## config.mk

```make
export PLATFORM = sky130hd
export DESIGN_NAME = wc_fast_write_burst_bridge
export DESIGN_NICKNAME = d
export VERILOG_FILES = /design/src/rtl/wcb_pkg.sv /design/src/rtl/wcb_fifo.sv /design/src/rtl/wc_fast_write_burst_bridge.sv
export VERILOG_INCLUDE_DIRS = /design/src /design/src/rtl
export SDC_FILE = /design/constraint.sdc
export NUM_CORES = 2
export LEC_CHECK = 0
export BUFFER_PORTS_ARGS = -buffer_cell sky130_fd_sc_hd__buf_2
export CAP_MARGIN = 40
export CORE_MARGIN = 8
export CORE_UTILIZATION = 55
export CTS_CLUSTER_DIAMETER = 60
export DETAILED_ROUTE_END_ITERATION = 6
export PLACE_DENSITY = 0.75
export SYNTH_ARGS = -nofsm -noshare
export SYNTH_HDL_FRONTEND = slang
export SYNTH_SLANG_ARGS = --single-unit
```

## constraint.sdc

```tcl
create_clock -name CLOCK -period 5.93 [get_ports CLOCK]
set_input_delay 1.4825 -clock CLOCK [delete_from_list [all_inputs] [get_ports CLOCK]]
set_output_delay 1.4825 -clock CLOCK [all_outputs]
set_load 0.005 [all_outputs]
```

## src/rtl/wcb_regs.svh

```systemverilog
// Behaviour
// - PCI-style address, multiplied data rate, flow control
// - Data dwords follow start address, plus four each
// - Eight dwords per port clock at 8x
// - Address phase always goes at 1x
// - 64 bytes at 8x: one plus two clocks
// - Buffers drain lowest dword first, ascending
// - Uncacheable read or interrupt flushes open buffer
// - New cache line closes buffer; one buffer open
// - Store fence flushes partial buffer at once
// - Full buffer is sent immediately
// - Attribute entries: 00h uncacheable, 07h uncacheable-minus
// - Range register matches base/mask on 4-Kbyte pages
// - Aligned full line leaves as one burst
`ifndef WCB_REGS_SVH
`define WCB_REGS_SVH

// ==========================================================================
// Register indices; the byte address is four times the index.
`define IDX_ATTR_LO 12'h277
`define IDX_ATTR_HI 12'h278
`define IDX_RANGE_BASE 12'h280
`define IDX_RANGE_MASK 12'h281
`define IDX_CTRL 12'h282
`define IDX_STATUS 12'h283

// ==========================================================================
// Reset values and fields.
`define ATTR_RESET 64'h0000_0000_0000_0000
`define RANGE_RESET 32'h0000_0000
`define CTRL_RESET 32'h0000_0002
`define RANGE_VALID_BIT 11
`define PAGE_LSB 12
`define LINE_LSB 6
`define TYPE_UNCACHED 8'h00
`define TYPE_COMBINE 8'h01
`define TYPE_UCM 8'h07

// ==========================================================================
// Sizes and timing.
`define LINE_DWORDS 16
`define LANES_MAX 8
`define FIFO_WIDTH 38
`define FIFO_DEPTH 16
`define CLK_PERIOD_PS 8000
`define PORT_CLK_PS 15152
`define PORT_CLK_CYC ((`PORT_CLK_PS / `CLK_PERIOD_PS) < 1 ? 1 : \
   (`PORT_CLK_PS / `CLK_PERIOD_PS))

`endif

```

## src/rtl/wcb_pkg.sv

```systemverilog
package wcb_pkg;
   typedef enum logic [2:0] {
      W_COLLECT = 3'b001,
      W_DRAIN_ADDR = 3'b010,
      W_DRAIN_DATA = 3'b100
   } wr_state_e;

   typedef enum logic [2:0] {
      L_IDLE = 3'b001,
      L_GATHER = 3'b010,
      L_SEND = 3'b100
   } link_state_e;

   typedef enum logic [1:0] {
      RATE_2X = 2'h0,
      RATE_4X = 2'h1,
      RATE_8X = 2'h2
   } rate_e;
endpackage : wcb_pkg

```

## src/rtl/wcb_fifo.sv

```systemverilog
`timescale 1ns/10ps
module wcb_fifo #(
   parameter int WIDTH = 38,
   parameter int DEPTH = 16
) (
   // Clock and reset.
   input wire logic clk,
   input wire logic srst,
   // Fill side.
   input wire logic in_valid,
   output logic in_ready,
   input wire logic [WIDTH-1:0] in_data,
   // Drain side.
   output logic out_valid,
   input wire logic out_ready,
   output logic [WIDTH-1:0] out_data,
   // Occupancy, output register included.
   output logic [$clog2(DEPTH):0] level
);
   localparam int AW = $clog2(DEPTH);
   logic [WIDTH-1:0] mem_q [DEPTH];
   logic [AW-1:0] wr_q, wr_d, rd_q, rd_d;
   logic [AW:0] cnt_q, cnt_d;
   logic ov_q, ov_d;
   logic [WIDTH-1:0] od_q, od_d;
   logic push, load;

   // ========================================================================
   // Read data leave through a register so the array stays plain storage.
   always_comb begin
      push = in_valid && in_ready;
      load = (cnt_q != '0) && (!ov_q || out_ready);
      wr_d = push ? wr_q + 1'b1 : wr_q;
      rd_d = load ? rd_q + 1'b1 : rd_q;
      cnt_d = cnt_q + (push ? 1'b1 : 1'b0) - (load ? 1'b1 : 1'b0);
      od_d = load ? mem_q[rd_q] : od_q;
      ov_d = load ? 1'b1 : (out_ready ? 1'b0 : ov_q);
   end

   always_ff @(posedge clk) begin
      if (push) begin
         mem_q[wr_q] <= in_data;
      end
      if (srst) begin
         wr_q <= '0;
         rd_q <= '0;
         cnt_q <= '0;
         ov_q <= 1'b0;
         od_q <= '0;
      end else begin
         wr_q <= wr_d;
         rd_q <= rd_d;
         cnt_q <= cnt_d;
         ov_q <= ov_d;
         od_q <= od_d;
      end
   end

   assign in_ready = (cnt_q != (AW+1)'(DEPTH));
   assign out_valid = ov_q;
   assign out_data = od_q;
   assign level = cnt_q + (ov_q ? 1'b1 : 1'b0);
endmodule : wcb_fifo

```

## src/rtl/wc_fast_write_burst_bridge.sv

```systemverilog
// Register access over APB was decided locally.
`timescale 1ns/10ps
`include "wcb_regs.svh"
module wc_fast_write_burst_bridge (
   // Clock and reset.
   input wire logic CLOCK,
   input wire logic SRST,
   // APB register port.
   input wire logic PSEL,
   input wire logic PENABLE,
   input wire logic PWRITE,
   input wire logic [11:0] PADDR,
   input wire logic [31:0] PWDATA,
   output logic [31:0] PRDATA,
   output logic PREADY,
   output logic PSLVERR,
   // Processor store path.
   input wire logic ST_VALID,
   output logic ST_READY,
   input wire logic [31:0] ST_ADDR,
   input wire logic [31:0] ST_DATA,
   input wire logic [2:0] ST_ATTR_SEL,
   input wire logic ST_FENCE,
   input wire logic ST_UNC_READ,
   input wire logic ST_IRQ,
   // Fast-write port toward the accelerator.
   output logic FW_FRAME,
   output logic FW_STROBE,
   output logic FW_ADDR_PHASE,
   output logic FW_LAST,
   output logic [255:0] FW_DATA,
   output logic [31:0] FW_BE,
   output logic [3:0] FW_LANES,
   input wire logic FW_READY
);
   import wcb_pkg::*;

   // ========================================================================
   // Register file.
   logic [63:0] attr_q, attr_d;
   logic [31:0] mbase_q, mbase_d, mmask_q, mmask_d, ctrl_q, ctrl_d;
   logic [31:0] rdata_q, rdata_d;
   logic ready_q, ready_d, err_q, err_d;
   logic [15:0] bursts_q, bursts_d;
   logic [9:0] idx;
   logic hit, wr_go;
   logic [31:0] status;
   logic [4:0] fifo_level;

   always_comb begin
      idx = PADDR[11:2];
      attr_d = attr_q;
      mbase_d = mbase_q;
      mmask_d = mmask_q;
      ctrl_d = ctrl_q;
      rdata_d = rdata_q;
      err_d = 1'b0;
      hit = 1'b1;
      // The answer is ready in the first cycle of the access phase.
      ready_d = PSEL && !PENABLE && !ready_q;
      wr_go = PSEL && PENABLE && ready_q && PWRITE && !err_q;
      if (idx == `IDX_ATTR_LO) begin
         rdata_d = attr_q[31:0];
      end else if (idx == `IDX_ATTR_HI) begin
         rdata_d = attr_q[63:32];
      end else if (idx == `IDX_RANGE_BASE) begin
         rdata_d = mbase_q;
      end else if (idx == `IDX_RANGE_MASK) begin
         rdata_d = mmask_q;
      end else if (idx == `IDX_CTRL) begin
         rdata_d = ctrl_q;
      end else if (idx == `IDX_STATUS) begin
         rdata_d = status;
      end else begin
         hit = 1'b0;
         rdata_d = 32'h0000_0000;
      end
      if (PSEL && !PENABLE) begin
         err_d = !hit;
      end else if (!ready_d) begin
         rdata_d = rdata_q;
      end
      if (wr_go) begin
         if (idx == `IDX_ATTR_LO) begin
            attr_d[31:0] = PWDATA;
         end else if (idx == `IDX_ATTR_HI) begin
            attr_d[63:32] = PWDATA;
         end else if (idx == `IDX_RANGE_BASE) begin
            mbase_d = PWDATA;
         end else if (idx == `IDX_RANGE_MASK) begin
            mmask_d = PWDATA;
         end else if (idx == `IDX_CTRL) begin
            ctrl_d = {30'h0000_0000, PWDATA[1:0]};
         end
      end
   end

   always_ff @(posedge CLOCK) begin
      if (SRST) begin
         attr_q <= `ATTR_RESET;
         mbase_q <= `RANGE_RESET;
         mmask_q <= `RANGE_RESET;
         ctrl_q <= `CTRL_RESET;
         rdata_q <= 32'h0000_0000;
         ready_q <= 1'b0;
         err_q <= 1'b0;
      end else begin
         attr_q <= attr_d;
         mbase_q <= mbase_d;
         mmask_q <= mmask_d;
         ctrl_q <= ctrl_d;
         rdata_q <= rdata_d;
         ready_q <= ready_d;
         err_q <= err_d;
      end
   end

   assign PRDATA = rdata_q;
   assign PREADY = ready_q;
   // The error flag lives only in the access cycle, so it leaves directly.
   assign PSLVERR = err_q;

   // ========================================================================
   // Memory type of the incoming store.
   logic [7:0] attr_type;
   logic range_hit, combine;

   always_comb begin
      attr_type = attr_q[{ST_ATTR_SEL, 3'h0} +: 8];
      // Only page-number bits take part in the match.
      range_hit = mmask_q[`RANGE_VALID_BIT] &&
         ((ST_ADDR[31:`PAGE_LSB] & mmask_q[31:`PAGE_LSB]) ==
          (mbase_q[31:`PAGE_LSB] & mmask_q[31:`PAGE_LSB]));
      // Uncacheable beats the range register; uncacheable-minus yields.
      combine = (attr_type == `TYPE_COMBINE) ||
         (range_hit && attr_type == `TYPE_UCM);
   end

   // ========================================================================
   // Write-combining buffer; one line is open at a time.
   wr_state_e ws_q, ws_d;
   logic [31:0] buf_q [`LINE_DWORDS];
   logic [31:0] buf_d [`LINE_DWORDS];
   logic [15:0] mask_q, mask_d;
   logic [25:0] line_q, line_d;
   logic [3:0] di_q, di_d, lo, hi;
   logic pend_q, pend_d, solo_q, solo_d, evt_q, evt_d, st_rdy_q, st_rdy_d;
   logic [31:0] paddr_q, paddr_d, pdata_q, pdata_d;
   logic fin_valid, fin_ready, accept, found;
   logic [37:0] fin_data;

   always_comb begin
      lo = 4'h0;
      hi = 4'h0;
      found = 1'b0;
      for (int i = 0; i < `LINE_DWORDS; i++) begin
         if (mask_q[i]) begin
            if (!found) begin
               lo = 4'(i);
            end
            found = 1'b1;
            hi = 4'(i);
         end
      end
   end

   always_comb begin
      ws_d = ws_q;
      buf_d = buf_q;
      mask_d = mask_q;
      line_d = line_q;
      di_d = di_q;
      pend_d = pend_q;
      solo_d = solo_q;
      paddr_d = paddr_q;
      pdata_d = pdata_q;
      fin_valid = 1'b0;
      fin_data = '0;
      evt_d = evt_q || ST_FENCE || ST_UNC_READ || ST_IRQ;
      accept = ST_VALID && st_rdy_q;
      case (ws_q)
         W_COLLECT: begin
            if (accept) begin
               if (mask_q != 16'h0000 && (!combine ||
                   ST_ADDR[31:`LINE_LSB] != line_q)) begin
                  // Another line or an uncached store closes the buffer.
                  pend_d = 1'b1;
                  solo_d = !combine;
                  paddr_d = ST_ADDR;
                  pdata_d = ST_DATA;
                  ws_d = W_DRAIN_ADDR;
               end else begin
                  buf_d[ST_ADDR[5:2]] = ST_DATA;
                  mask_d[ST_ADDR[5:2]] = 1'b1;
                  line_d = ST_ADDR[31:`LINE_LSB];
                  if (!combine || mask_d == 16'hFFFF) begin
                     ws_d = W_DRAIN_ADDR;
                  end
               end
            end
            if (evt_d) begin
               evt_d = 1'b0;
               if (mask_d != 16'h0000) begin
                  ws_d = W_DRAIN_ADDR;
               end
            end
         end
         W_DRAIN_ADDR: begin
            // The burst starts at the lowest written dword.
            fin_valid = 1'b1;
            fin_data = {1'b1, 1'b0, 4'hF, line_q, lo, 2'b00};
            if (fin_ready) begin
               di_d = lo;
               ws_d = W_DRAIN_DATA;
            end
         end
         W_DRAIN_DATA: begin
            fin_valid = 1'b1;
            fin_data = {1'b0, di_q == hi, {4{mask_q[di_q]}},
               buf_q[di_q]};
            if (fin_ready) begin
               di_d = di_q + 4'h1;
               if (di_q == hi) begin
                  mask_d = 16'h0000;
                  ws_d = W_COLLECT;
                  if (pend_q) begin
                     pend_d = 1'b0;
                     buf_d[paddr_q[5:2]] = pdata_q;
                     mask_d[paddr_q[5:2]] = 1'b1;
                     line_d = paddr_q[31:`LINE_LSB];
                     ws_d = solo_q ? W_DRAIN_ADDR : W_COLLECT;
                  end
               end
            end
         end
         default: begin
            ws_d = W_COLLECT;
         end
      endcase
      st_rdy_d = (ws_d == W_COLLECT) && !pend_d;
   end

   always_ff @(posedge CLOCK) begin
      if (SRST) begin
         ws_q <= W_COLLECT;
         mask_q <= 16'h0000;
         line_q <= '0;
         di_q <= 4'h0;
         pend_q <= 1'b0;
         solo_q <= 1'b0;
         evt_q <= 1'b0;
         st_rdy_q <= 1'b0;
         paddr_q <= 32'h0000_0000;
         pdata_q <= 32'h0000_0000;
         for (int i = 0; i < `LINE_DWORDS; i++) begin
            buf_q[i] <= 32'h0000_0000;
         end
      end else begin
         ws_q <= ws_d;
         mask_q <= mask_d;
         line_q <= line_d;
         di_q <= di_d;
         pend_q <= pend_d;
         solo_q <= solo_d;
         evt_q <= evt_d;
         st_rdy_q <= st_rdy_d;
         paddr_q <= paddr_d;
         pdata_q <= pdata_d;
         buf_q <= buf_d;
      end
   end

   assign ST_READY = st_rdy_q;

   // ========================================================================
   // Burst queue between the buffer and the port.
   logic fout_valid, fout_ready;
   logic [37:0] fout_data;

   wcb_fifo #(.WIDTH(`FIFO_WIDTH), .DEPTH(`FIFO_DEPTH)) u_fifo (
      .clk(CLOCK),
      .srst(SRST),
      .in_valid(fin_valid),
      .in_ready(fin_ready),
      .in_data(fin_data),
      .out_valid(fout_valid),
      .out_ready(fout_ready),
      .out_data(fout_data),
      .level(fifo_level)
   );

   // ========================================================================
   // Port side: one strobe is one port clock.
   link_state_e ls_q, ls_d;
   logic [255:0] lane_q, lane_d, fwd_q, fwd_d;
   logic [31:0] lbe_q, lbe_d, fbe_q, fbe_d;
   logic [3:0] cnt_q, cnt_d, rate, fln_q, fln_d;
   logic last_q, last_d, frame_q, frame_d, stb_q, stb_d;
   logic aph_q, aph_d, flast_q, flast_d;
   logic [2:0] pace_q, pace_d;

   always_comb begin
      case (rate_e'(ctrl_q[1:0]))
         RATE_2X: rate = 4'h2;
         RATE_4X: rate = 4'h4;
         default: rate = 4'h8;
      endcase
      ls_d = ls_q;
      lane_d = lane_q;
      lbe_d = lbe_q;
      cnt_d = cnt_q;
      last_d = last_q;
      frame_d = frame_q;
      fwd_d = fwd_q;
      fbe_d = fbe_q;
      fln_d = fln_q;
      stb_d = 1'b0;
      aph_d = 1'b0;
      flast_d = 1'b0;
      fout_ready = 1'b0;
      pace_d = (pace_q != 3'h0) ? pace_q - 3'h1 : 3'h0;
      case (ls_q)
         L_IDLE: begin
            fout_ready = pace_q == 3'h0;
            if (fout_valid && pace_q == 3'h0) begin
               if (fout_data[37]) begin
                  // Address goes alone on lane 0 at single rate.
                  stb_d = 1'b1;
                  aph_d = 1'b1;
                  frame_d = 1'b1;
                  fwd_d = {224'h0, fout_data[31:0]};
                  fbe_d = 32'h0000_000F;
                  fln_d = 4'h1;
                  pace_d = 3'(`PORT_CLK_CYC - 1);
                  cnt_d = 4'h0;
                  lane_d = '0;
                  lbe_d = 32'h0000_0000;
                  ls_d = L_GATHER;
               end
            end else if (pace_q == 3'h0) begin
               frame_d = 1'b0;
            end
         end
         L_GATHER: begin
            fout_ready = 1'b1;
            if (fout_valid) begin
               lane_d[cnt_q[2:0]*32 +: 32] = fout_data[31:0];
               lbe_d[cnt_q[2:0]*4 +: 4] = fout_data[35:32];
               cnt_d = cnt_q + 4'h1;
               last_d = fout_data[36];
               if (fout_data[36] || cnt_d == rate) begin
                  ls_d = L_SEND;
               end
            end
         end
         L_SEND: begin
            // Target back-pressure holds the block between data clocks.
            if (FW_READY && pace_q == 3'h0) begin
               stb_d = 1'b1;
               flast_d = last_q;
               fwd_d = lane_q;
               fbe_d = lbe_q;
               fln_d = cnt_q;
               pace_d = 3'(`PORT_CLK_CYC - 1);
               cnt_d = 4'h0;
               lane_d = '0;
               lbe_d = 32'h0000_0000;
               ls_d = last_q ? L_IDLE : L_GATHER;
            end
         end
         default: begin
            ls_d = L_IDLE;
         end
      endcase
   end

   always_ff @(posedge CLOCK) begin
      if (SRST) begin
         ls_q <= L_IDLE;
         lane_q <= '0;
         lbe_q <= 32'h0000_0000;
         cnt_q <= 4'h0;
         last_q <= 1'b0;
         frame_q <= 1'b0;
         stb_q <= 1'b0;
         aph_q <= 1'b0;
         flast_q <= 1'b0;
         fwd_q <= '0;
         fbe_q <= 32'h0000_0000;
         fln_q <= 4'h0;
         pace_q <= 3'h0;
         bursts_q <= 16'h0000;
      end else begin
         ls_q <= ls_d;
         lane_q <= lane_d;
         lbe_q <= lbe_d;
         cnt_q <= cnt_d;
         last_q <= last_d;
         frame_q <= frame_d;
         stb_q <= stb_d;
         aph_q <= aph_d;
         flast_q <= flast_d;
         fwd_q <= fwd_d;
         fbe_q <= fbe_d;
         fln_q <= fln_d;
         pace_q <= pace_d;
         bursts_q <= bursts_d;
      end
   end

   assign bursts_d = bursts_q + (aph_d ? 16'h0001 : 16'h0000);
   assign status = {bursts_q, 3'h0, fifo_level, 1'b0, ls_q, 1'b0, ws_q};
   assign FW_FRAME = frame_q;
   assign FW_STROBE = stb_q;
   assign FW_ADDR_PHASE = aph_q;
   assign FW_LAST = flast_q;
   assign FW_DATA = fwd_q;
   assign FW_BE = fbe_q;
   assign FW_LANES = fln_q;
endmodule : wc_fast_write_burst_bridge

```

==> flow_metrics.py <==
metrics = {
    "global_routing": {
        "grtUsageTotal": 0.317,
        "grt_pass1_vias": 64600,
        "antenna_found_initial": 21,
        "grt_start_max_net_pins": 234,
        "grt_pass1_wl_mm": 412,
        "grt_overflow": 0,
    },
    "timing": {
        "min_period_over_period": 0.805,
        "fin_skew_ns": 0.0950,
        "finalCriticalPeriod_ns": 4.77,
        "tns_ns": 0,
        "tightest_slew_ns": 1.26,
        "setup_viol": 0,
        "hold_viol": 0,
        "max_slew_margin": 0.159,
        "fmax_mhz": 209,
        "rsz0062_at_grt": "false",
        "final_max_slew_viol_count": 0,
    },
    "clock_tree": {
        "postCtsHoldBufs": 0,
        "cts_root_buf": "clkbuf_16",
        "clock-sinks": 1963,
        "cts_tree": "yes",
        "clk_pin_slew_ns": 0.07,
        "cts_resized": 0,
        "numCtsBuffers": 194,
        "clock_path_buffers": 3,
        "insertion_delay_ns": 0.89,
        "h-tree-depth": 4,
        "post_cts_buffers": 0,
    },
    "critical_path": {
        "cp_cell_sequence": "buf_2 > xor2_1 > nor4_1 > nand3_1 > nor4_1 > a31oi_1 > nor4_4 > buf_12 > buf_4 > nand2_4 > a221oi_2",
        "cp_common_cell": "nor4_1",
        "max_stage_delay_ns": 0.78,
        "regToRegStartpoint": "line_q[18]",
        "crit_family": "simple AND/OR/NAND/NOR gates",
        "endpoint_kind": "register",
        "worst-path-buf-inv": 3,
        "crit_arrival_ns": 5.47,
        "cp-startpoint": "ST_ADDR[24]",
        "required_ns": 6.63,
        "critical_path_class": "in2reg",
        "cp_slowest_cell": "nor4_1",
        "crit_fanout": 32,
        "startpoint_type": "primary input",
    },
    "yosys": {
        "synth_common_cells": "dfxtp_1 (1403), nor2_1 (754), nand2_1 (731)",
        "synthAdderAreaFrac": 0.00333,
        "synth-main-ff-cell": "dfxtp_1",
        "synth_edf_count": 560,
        "synth_compound_area_frac": 0.201,
        "synth.yosys.seq_area_share": 0.529,
        "syn_area_um2": 84900,
        "yosys.area.top_type_share": 0.331,
        "syn_inst": 7748,
        "synth_area_leader_cell": "dfxtp_1",
        "synth.distinct_cells": 78,
        "synth.ff_latch_count": 1963,
        "synth.area.mux_share": 0.108,
        "avgSynthCellArea_um2": 11.0,
        "synth.area.top_cells": "dfxtp_1 (33%), edfxtp_1 (20%), mux4_2 (9.1%)",
        "yosys_warnings": 0,
        "async_reset_ff_frac": 0,
        "yosysMostFrequentCell": "dfxtp_1",
        "synthSimpleGateAreaFrac": 0.0859,
        "synth_xor_xnor_area_share": 0.00732,
        "synth_top_family_by_area": "compound AO/OA/AOI/OAI gates",
        "syn_nets": 7891,
    },
    "placement": {
        "port_buffers": 447,
        "place.gp.congestion": 0.925,
        "dp_cells": 9537,
        "place_area_um2": 88100,
        "place_hpwl_mm": 163,
    },
    "drt": {
        "route.final.wire_length_mm": 279,
        "dr.pass1.iters": 7,
        "vias_per_cell": 6.73,
        "drtIter0Drc": 9837,
        "vias": 66700,
        "antenna_left": 0,
        "remaining_drc_errors": 4,
        "wl_per_cell_um": 28.2,
    },
    "flow_run": {
        "maxCapViolCount": 0,
    },
    "pwr": {
        "p_total_w": 0.0353,
        "p_leak_nw": 30.4,
        "powerDensity_nw_per_um2": 372,
        "ir_worst_vdd_mv": 0.318,
    },
    "final_layout": {
        "fin_cells": 9910,
        "final_core_util": 0.618,
        "drive_above_1_share": 0.229,
        "finalInstanceArea_um2": 94900,
        "area_delta_synth_final_pct": 11.8,
        "fin_nets": 7834,
    },
    "status": {
        "status": "finished, violations left",
        "violations": "design-rule violations",
    },
    "floorplan": {
        "die_w_um": 409,
        "core-area_um2": 154000,
        "start_util": 0.553,
        "row_count": 144,
        "io_pins": 452,
        "die_h_um": 409,
        "dieArea_um2": 167000,
    },
    "hold_path": {
        "hold_path.class": "reg2reg",
        "min_from": "lane_q[97]",
    },
}
-- flip-flops by register name, summed over array words and instances (netlist names), 30 cells and up --
name / count
u_fifo.mem_q: 560
buf_q: 512
FW_DATA: 256
lane_q: 256
attr_q: 64
u_fifo.out_data: 35
PRDATA: 32
mbase_q: 32
mmask_q: 32
pdata_q: 32
paddr_q: 30
-- per-stage QoR --
stage | setup WS [ns] | hold WS [ns]
after global routing | 1.07 | 0.440
after global placement | 0.525 | 0.430
final | 1.16 | 0.412
after floorplan | 1.16 | 0.432
after detailed placement | 0.439 | 0.444
after CTS | 1.25 | 0.412
-- report_power, final --
group          internal [W]  switching, W  total [W]
clock               0.00731       0.00553     0.0128
sequential           0.0145       0.00126     0.0157
combinational       0.00231       0.00446    0.00677
total                0.0241        0.0112     0.0353
-- final timing paths --
check,endpoint,slack [ns],cells after the start
min,FW_DATA[97],0.41,2
max,buf_q[327],1.16,11
max reg2reg,buf_q[327],1.45,10
min reg2reg,FW_DATA[97],0.41,2
-- worst reg2reg max path, cell delays in order (launching register included) --
cell,delay (ns)
dfxtp_1,0.56
xor2_1,0.16
nor4_1,0.37
nand3_1,0.14
nor4_1,0.78
a31oi_1,0.26
nor4_4,0.41
buf_12,0.25
buf_4,0.37
nand2_4,0.55
a221oi_2,0.49
-- kinds of logic (layout without fill, tap and decap cells) --
| family | after synthesis | in the layout |
|---|---|---|
| compound gates | 2104 | 2104 |
| flops | 1963 | 1963 |
| simple gates | 1759 | 1759 |
| buf+inv | 1349 | 1457 |
| mux | 480 | 480 |
| xor+xnor | 71 | 71 |
| fa+ha+maj | 22 | 22 |
| other cells | 0 | 10 |
-- layout make-up --
cell class | count | area (um2)
fill | 11600 | 58800
sequential | 1963 | 44900
multi-input combinational | 4436 | 34600
clock buffer | 275 | 5600
timing repair buffer | 623 | 4230
tap | 2044 | 2560
inverter | 473 | 1780
clock inverter | 86 | 1180
antenna | 10 | 25.0
-- cell usage in the layout, fill, tap and decap left out, types with 146 or more instances in the layout --
master        n
dfxtp_1    1395
nor2_1      736
nand2_1     730
a21oi_1     573
edfxtp_1    560
o22ai_1     515
inv_1       474
buf_2       447
a221oi_2    420
mux4_2      344
clkbuf_16   195
a22oi_1     189
a211oi_1    146
-- routing by layer --
metal	GRT usage	vias to the layer above	wire [um]
li1	-	28500	-
met1	0.382	32300	97400
met2	0.498	4613	127000
met3	0.0834	1259	31800
met4	0.217	16	22500
met5	0	-	104
No activity file was read; power rests on OpenSTA's default activity.
